### src/core/err_status_pkg.sv
// Purpose: constants and carriers for the error record status block
// Assumes: one 64-bit status word, bits 63:31 and 18:16 reserved
// Notes: fields read as zero where their content is not valid
package err_status_pkg;
  // Field positions in the status word
  localparam int unsigned VALID_BIT = 30;
  localparam int unsigned UNCORR_BIT = 29;
  localparam int unsigned INBAND_BIT = 28;
  localparam int unsigned OVF_BIT = 27;
  localparam int unsigned MISC_BIT = 26;
  localparam int unsigned CE_LSB = 24;
  localparam int unsigned DEFER_BIT = 23;
  localparam int unsigned POISON_BIT = 22;
  localparam int unsigned UET_LSB = 20;
  localparam int unsigned CRIT_BIT = 19;
  localparam int unsigned IMPL_LSB = 8;
  localparam int unsigned PRIM_LSB = 0;

  // Corrected-error kinds
  localparam logic [1:0] CE_NONE = 2'h0;
  localparam logic [1:0] CE_TRANSIENT = 2'h1;
  localparam logic [1:0] CE_PLAIN = 2'h2;
  localparam logic [1:0] CE_PERSISTENT = 2'h3;

  // Uncorrected-error kinds
  localparam logic [1:0] KIND_UNCONTAINABLE = 2'h0;
  localparam logic [1:0] KIND_UNRECOVERABLE = 2'h1;
  localparam logic [1:0] KIND_LATENT_RESTARTABLE = 2'h2;
  localparam logic [1:0] KIND_SIGNALED_RECOVERABLE = 2'h3;

  // Primary codes, first two and last of the defined range
  localparam logic [7:0] PRIM_NO_ERROR = 8'h00;
  localparam logic [7:0] PRIM_IMPL = 8'h01;
  localparam logic [7:0] PRIM_OTHER_INTERNAL = 8'h1a;

  // Values after cold reset (unknown fields are given zero)
  localparam logic [7:0] RESET_CODE = 8'h00;
  localparam logic [1:0] RESET_KIND = 2'h0;

  // One recorded error from the node's detection logic
  typedef struct packed {
    logic valid;
    logic corrected;
    logic deferred;
    logic uncorrected;
    logic persistent;
    logic poison;
    logic critical;
    logic inband;
    logic misc_info;
    logic [1:0] uncorr_kind;
    logic [7:0] impl;
    logic [7:0] primary;
  } error_event_s;
endpackage

### src/core/error_record_status_fields.sv
// Purpose: primary status fields of one error record
// Assumes: register written/read through a plain 64-bit word port
// Notes: error-recovery reset preserves all state, so it has no effect
`timescale 1ns/1ps

module error_record_status_fields #(
  parameter bit HAS_CE_COUNTER = 1'b0,
  parameter bit HAS_CE_SEVERITY = 1'b0,
  parameter bit HAS_MISC = 1'b1,
  parameter bit HAS_FAULT_INJECT = 1'b0,
  parameter logic [7:0] IMPL_MAX = 8'h0f
) (
  input wire logic sys_clk,
  input wire logic reset_n,
  input wire logic recovery_reset,
  input wire err_status_pkg::error_event_s rec,
  input wire logic counter_overflow,
  input wire logic inject_code_capable,
  input wire logic wr_en,
  input wire logic [63:0] wr_data,
  output logic [63:0] rd_data,
  output logic counter_ovf_disturb
);
  logic holds_reg;
  logic uncorr_reg;
  logic inband_reg;
  logic ovf_reg;
  logic misc_reg;
  logic [1:0] ce_reg;
  logic defer_reg;
  logic poison_reg;
  logic [1:0] uet_reg;
  logic crit_reg;
  logic [7:0] impl_reg;
  logic [7:0] prim_reg;
  logic [63:0] view;
  logic impl_rw;
  logic [1:0] ce_code;
  logic [1:0] ce_wr;
  logic [1:0] uet_wr;

  // Write-one strobes per field, masked by field validity
  wire logic w_valid = wr_en && wr_data[err_status_pkg::VALID_BIT];
  wire logic w_uncorr = wr_en && holds_reg && wr_data[err_status_pkg::UNCORR_BIT];
  wire logic w_inband = wr_en && holds_reg && uncorr_reg &&
                        wr_data[err_status_pkg::INBAND_BIT];
  wire logic w_ovf = wr_en && holds_reg && wr_data[err_status_pkg::OVF_BIT];
  wire logic w_misc = wr_en && wr_data[err_status_pkg::MISC_BIT];
  wire logic w_defer = wr_en && holds_reg && wr_data[err_status_pkg::DEFER_BIT];
  wire logic w_poison = wr_en && holds_reg && (defer_reg || uncorr_reg) &&
                        wr_data[err_status_pkg::POISON_BIT];
  wire logic w_crit = wr_en && holds_reg && wr_data[err_status_pkg::CRIT_BIT];

  assign ce_wr = wr_data[err_status_pkg::CE_LSB +: 2];
  assign uet_wr = wr_data[err_status_pkg::UET_LSB +: 2];
  assign impl_rw = holds_reg || (HAS_FAULT_INJECT && inject_code_capable);

  // Kind of a new corrected error; severity only when the node can tell
  always_comb begin
    if (!HAS_CE_SEVERITY) begin
      ce_code = err_status_pkg::CE_PLAIN;
    end else if (rec.persistent) begin
      ce_code = err_status_pkg::CE_PERSISTENT;
    end else begin
      ce_code = err_status_pkg::CE_TRANSIENT;
    end
  end

  // Record valid; set wins over a same-cycle clear
  always_ff @(posedge sys_clk) begin
    if (!reset_n) begin
      holds_reg <= 1'b0;
    end else if (rec.valid) begin
      holds_reg <= 1'b1;
    end else if (w_valid) begin
      holds_reg <= 1'b0;
    end
  end

  // Uncorrected flag
  always_ff @(posedge sys_clk) begin
    if (!reset_n) begin
      uncorr_reg <= 1'b0;
    end else if (rec.valid && rec.uncorrected) begin
      uncorr_reg <= 1'b1;
    end else if (w_uncorr) begin
      uncorr_reg <= 1'b0;
    end
  end

  // In-band response flag
  always_ff @(posedge sys_clk) begin
    if (!reset_n) begin
      inband_reg <= 1'b0;
    end else if (rec.valid && rec.inband) begin
      inband_reg <= 1'b1;
    end else if (w_inband) begin
      inband_reg <= 1'b0;
    end
  end

  // Overflow: a second record, except a counted corrected one, means a syndrome was discarded
  always_ff @(posedge sys_clk) begin
    if (!reset_n) begin
      ovf_reg <= 1'b0;
    end else if (HAS_CE_COUNTER && counter_overflow) begin
      ovf_reg <= 1'b1;
    end else if (rec.valid && holds_reg && (!rec.corrected || !HAS_CE_COUNTER)) begin
      ovf_reg <= 1'b1;
    end else if (w_ovf) begin
      ovf_reg <= 1'b0;
    end
  end

  // Counter may lose its own overflow when ours is cleared by software
  assign counter_ovf_disturb = HAS_CE_COUNTER && w_ovf;

  // Misc-info valid exists only when the record carries extra info
  always_ff @(posedge sys_clk) begin
    if (!reset_n) begin
      misc_reg <= 1'b0;
    end else if (HAS_MISC && rec.valid && rec.misc_info) begin
      misc_reg <= 1'b1;
    end else if (w_misc) begin
      misc_reg <= 1'b0;
    end
  end

  // Corrected kind; a mixed write keeps the value, one legal unknown
  always_ff @(posedge sys_clk) begin
    if (!reset_n) begin
      ce_reg <= err_status_pkg::RESET_KIND;
    end else if (rec.valid && rec.corrected) begin
      ce_reg <= ce_code;
    end else if (wr_en && holds_reg && ce_wr == 2'h3) begin
      ce_reg <= err_status_pkg::CE_NONE;
    end
  end

  // Deferred flag
  always_ff @(posedge sys_clk) begin
    if (!reset_n) begin
      defer_reg <= 1'b0;
    end else if (rec.valid && rec.deferred) begin
      defer_reg <= 1'b1;
    end else if (w_defer) begin
      defer_reg <= 1'b0;
    end
  end

  // Poison only counts for uncorrected or deferred errors
  always_ff @(posedge sys_clk) begin
    if (!reset_n) begin
      poison_reg <= 1'b0;
    end else if (rec.valid && rec.poison && (rec.uncorrected || rec.deferred)) begin
      poison_reg <= 1'b1;
    end else if (w_poison) begin
      poison_reg <= 1'b0;
    end
  end

  // Uncorrected kind follows the latest uncorrected error
  always_ff @(posedge sys_clk) begin
    if (!reset_n) begin
      uet_reg <= err_status_pkg::RESET_KIND;
    end else if (rec.valid && rec.uncorrected) begin
      uet_reg <= rec.uncorr_kind;
    end else if (wr_en && holds_reg && uncorr_reg && uet_wr == 2'h3) begin
      uet_reg <= err_status_pkg::KIND_UNCONTAINABLE;
    end
  end

  // Critical flag
  always_ff @(posedge sys_clk) begin
    if (!reset_n) begin
      crit_reg <= 1'b0;
    end else if (rec.valid && rec.critical) begin
      crit_reg <= 1'b1;
    end else if (w_crit) begin
      crit_reg <= 1'b0;
    end
  end

  // Impl code: unsupported writes land as zero, one legal unknown
  always_ff @(posedge sys_clk) begin
    if (!reset_n) begin
      impl_reg <= err_status_pkg::RESET_CODE;
    end else if (rec.valid) begin
      impl_reg <= rec.impl;
    end else if (wr_en && impl_rw) begin
      if (wr_data[err_status_pkg::IMPL_LSB +: 8] <= IMPL_MAX) begin
        impl_reg <= wr_data[err_status_pkg::IMPL_LSB +: 8];
      end else begin
        impl_reg <= err_status_pkg::RESET_CODE;
      end
    end
  end

  // Primary code comes from the detector; a software write replaces it, but a same-cycle record wins
  always_ff @(posedge sys_clk) begin
    if (!reset_n) begin
      prim_reg <= err_status_pkg::PRIM_NO_ERROR;
    end else if (rec.valid) begin
      prim_reg <= rec.primary;
    end else if (wr_en) begin
      prim_reg <= wr_data[err_status_pkg::PRIM_LSB +: 8];
    end
  end

  // Read view; fields without valid content read zero
  always_comb begin
    view = 64'h0;
    view[err_status_pkg::VALID_BIT] = holds_reg;
    view[err_status_pkg::UNCORR_BIT] = holds_reg && uncorr_reg;
    view[err_status_pkg::INBAND_BIT] = holds_reg && uncorr_reg && inband_reg;
    view[err_status_pkg::OVF_BIT] = holds_reg && ovf_reg;
    view[err_status_pkg::MISC_BIT] = HAS_MISC && misc_reg;
    view[err_status_pkg::CE_LSB +: 2] = holds_reg ? ce_reg : 2'h0;
    view[err_status_pkg::DEFER_BIT] = holds_reg && defer_reg;
    view[err_status_pkg::POISON_BIT] = holds_reg && (defer_reg || uncorr_reg) &&
                                       poison_reg;
    view[err_status_pkg::UET_LSB +: 2] = (holds_reg && uncorr_reg) ? uet_reg : 2'h0;
    view[err_status_pkg::CRIT_BIT] = holds_reg && crit_reg;
    view[err_status_pkg::IMPL_LSB +: 8] = impl_rw ? impl_reg : 8'h00;
    view[err_status_pkg::PRIM_LSB +: 8] = prim_reg;
  end

  // Registered read data; recovery reset deliberately changes nothing
  always_ff @(posedge sys_clk) begin
    if (!reset_n) begin
      rd_data <= 64'h0;
    end else begin
      rd_data <= view;
    end
  end
endmodule

### config.mk
export PLATFORM = sky130hd
export DESIGN_NAME = error_record_status_fields
export DESIGN_NICKNAME = d
export VERILOG_FILES = /design/src/core/err_status_pkg.sv /design/src/core/error_record_status_fields.sv
export SDC_FILE = /design/constraint.sdc
export NUM_CORES = 1
export LEC_CHECK = 0
export CAP_MARGIN = 20
export CORE_ASPECT_RATIO = 1.4
export CORE_MARGIN = 2
export CORE_UTILIZATION = 35
export CTS_CLUSTER_DIAMETER = 150
export DETAILED_ROUTE_END_ITERATION = 16
export DONT_BUFFER_PORTS = 1
export MAX_ROUTING_LAYER = met4
export PLACE_DENSITY = 0.52
export SLEW_MARGIN = 0
export SYNTH_ARGS = -nofsm -noshare
export SYNTH_HDL_FRONTEND = slang
export SYNTH_SLANG_ARGS = --single-unit
export TNS_END_PERCENT = 1
### constraint.sdc
create_clock -name sys_clk -period 1.2 [get_ports sys_clk]
set_input_delay 0.12 -clock sys_clk [delete_from_list [all_inputs] [get_ports sys_clk]]
set_output_delay 0.12 -clock sys_clk [all_outputs]
set_load 0.02 [all_outputs]
==> run metrics <==
run status complete, no violations; Max Cap Violations 0; layout cells sized above 1 0.0518; crit path launch type register; commonest non-fill, non-tap cell in the layout dfxtp_1; clk buf depth 2; post-layout min period 1.06 ns; Finished Cell Area 0.00240 sq mm; core area approximately 0.006 sq mm; clock input transition at the sequential cells of the worst setup and hold paths 0.09 ns; I/O pins 162; Yosys reg bits 54; Arrival @ worst endpoint 1.26 ns; post-DR wirelength/cell between 10 and 15 um; Post-Syn Area 0.00217 sq mm; number of flip-flops under the largest register name 27; Seq/Total Area, Yosys 0.497; clock tree root buffer cell clkbuf_8; initial antenna violation count 0; Die ar. 0.00686 sq mm; Hold WC Path Type input pin to register; syn_area_per_cell 9.21 sq um; Slew HR 0.569; WP data required 1.41 ns; initial drt markers 87; Crit. End Element register; Power Total 3.50 mW; Row Count 34; prevailing post-synth register cell dfxtp_1; Ys Warns 0; CTS tree yes; # setup viols final 0; CP Max Fanout 4; FFs w/ async S/R, synth 0; CTS Sinks 54; Mapped Cells about 240; gr usage total 0.137; Worst Hold Slack 0.0111 ns; First-pass DRT Iterations 5; top-area cell type share of the netlist area 0.497; hpwl dp 2.85 mm; Yosys top cell by area dfxtp_1; Post-CTS Setup Bufs 0; setup TNS 0 ns; diodes inserted 0; overflow left after global routing 0; Area contributors post-synth dfxtp_1 (50%), buf_4 (13%), and2_1 (5.8%), nand2_1 (4.5%), and3_1 (3.7%); Crit Path Class register to register; DRC viols 0; CTS Buf Count 5; Non-Filler Instances 323; Post-synth EDFFs 0; vias in the first global route 1435; final worst path period share 0.880; H-tree lvl count 2; antenna-violating nets left 0; Max Freq 947 MHz; fin. max-slew vios 0; chip width around 71 um; largest net degree at the start of global routing 38; Detailed Route WL 4.49 mm; library cells used by synthesis 26; number of port buffers 0; unrepaired setup endpoints after global routing false; clock skew 0.00622 ns; worst vdd ir 0.000560 V; initial core utilization 0.355; Placed Area 0.00209 sq mm; Worst-Margin Slew 0.646 ns; Avg Vias per Cell 4.60; GP Congestion 0.772; power density over the cells 1460 mW/mm^2; die span in y about 97 um; routed via count 1485; standby leakage power 1.06 nW; dpl cells roughly 300; Clk Latency, worst-skew pair 0.30 ns; Final Hold Vio Count 0; first-pass GRT wire length 7.18 mm; highest-count cells in the layout ignoring fill and taps dfxtp_1 (54), conb_1 (38), nand2_1 (26); area grow syn2layout 10.4%; number of nets in the final layout 347
==> Yosys cell counts, types with 7 or more instances <==
master / number
mux2i_1: 8
and3_1: 13
nand3_1: 7
nor2_1: 7
clkbuf_1: 12
nand2_1: 26
buf_4: 38
dfxtp_1: 54
and2_1: 20
o21ai_1: 10
a21oi_1: 13
==> worst paths after layout <==
path | start | endpoint | slack, ns | cells after the start
worst min-delay path | wr_data[30] | holds_reg | 0.01 | 3
worst max register to register | holds_reg | impl_reg[2] | 0.14 | 3
worst min register to register | prim_reg[6] | rd_data[6] | 0.46 | 1
worst max-delay path | holds_reg | impl_reg[2] | 0.14 | 3
==> layer usage <==
| metal | GRT usage | vias to the layer above | part of all wire |
|---|---|---|---|
| met5 | - | - | 0 |
| met2 | 0.228 | 69 | 0.51 |
| met3 | 0.0322 | 8 | 0.072 |
| met4 | 0.0522 | 0 | 0.020 |
| met1 | 0.159 | 677 | 0.40 |
| li1 | - | 731 | - |
==> report_power, final <==
part | internal (mW) | switching (mW)
logic | 0.139 | 0.222
registers | 1.87 | 0.0660
clock network | 0.623 | 0.579
total | 2.64 | 0.867
==> critical path, cell delays in order (launching register included) <==
cell and delay, ns:
dfxtp_1 0.34, nand2_1 0.10, or3_4 0.41, o32ai_1 0.12
==> cell families (layout without fill, tap and decap cells) <==
family / count (synthesis) / count (layout) / share of synthesized area
buf+inv: 53 / 31 / 0.158
other cells: 1 / 38 / 0.00173
mux: 9 / 9 / 0.0420
compound gates: 36 / 36 / 0.0990
simple gates: 83 / 83 / 0.202
flops: 54 / 54 / 0.497
==> repair_timing <==
| action | 4_1_cts | 5_1_grt |
|---|---|---|
| hold buffers | 18 | 1 |
| gates resized for setup | 0 | 1 |
| hold endpoints to repair | 48 | 1 |
| endpoints found under the setup margin | 0 | 10 |
==> per-stage QoR <==
stage / setup slack (ns) / utilization
final: 0.144 / 0.392
after global routing: 0.0870 / 0.392
after CTS: 0.00478 / 0.390
after detailed placement: -0.0255 / 0.340
after global placement: -0.0121 / 0.340
after floorplan: 0.0343 / -
==> cell type report <==
cell class	instances	area [sq um]
Clock buffer	6	72.6
Clock inverter	2	37.5
Fill cell	639	3730
Inverter	1	3.75
Multi-Input combinational cell	166	888
Sequential cell	54	1080
Tap cell	72	90.1
Timing Repair Buffer	22	225
(Power assumes the default switching activity.)
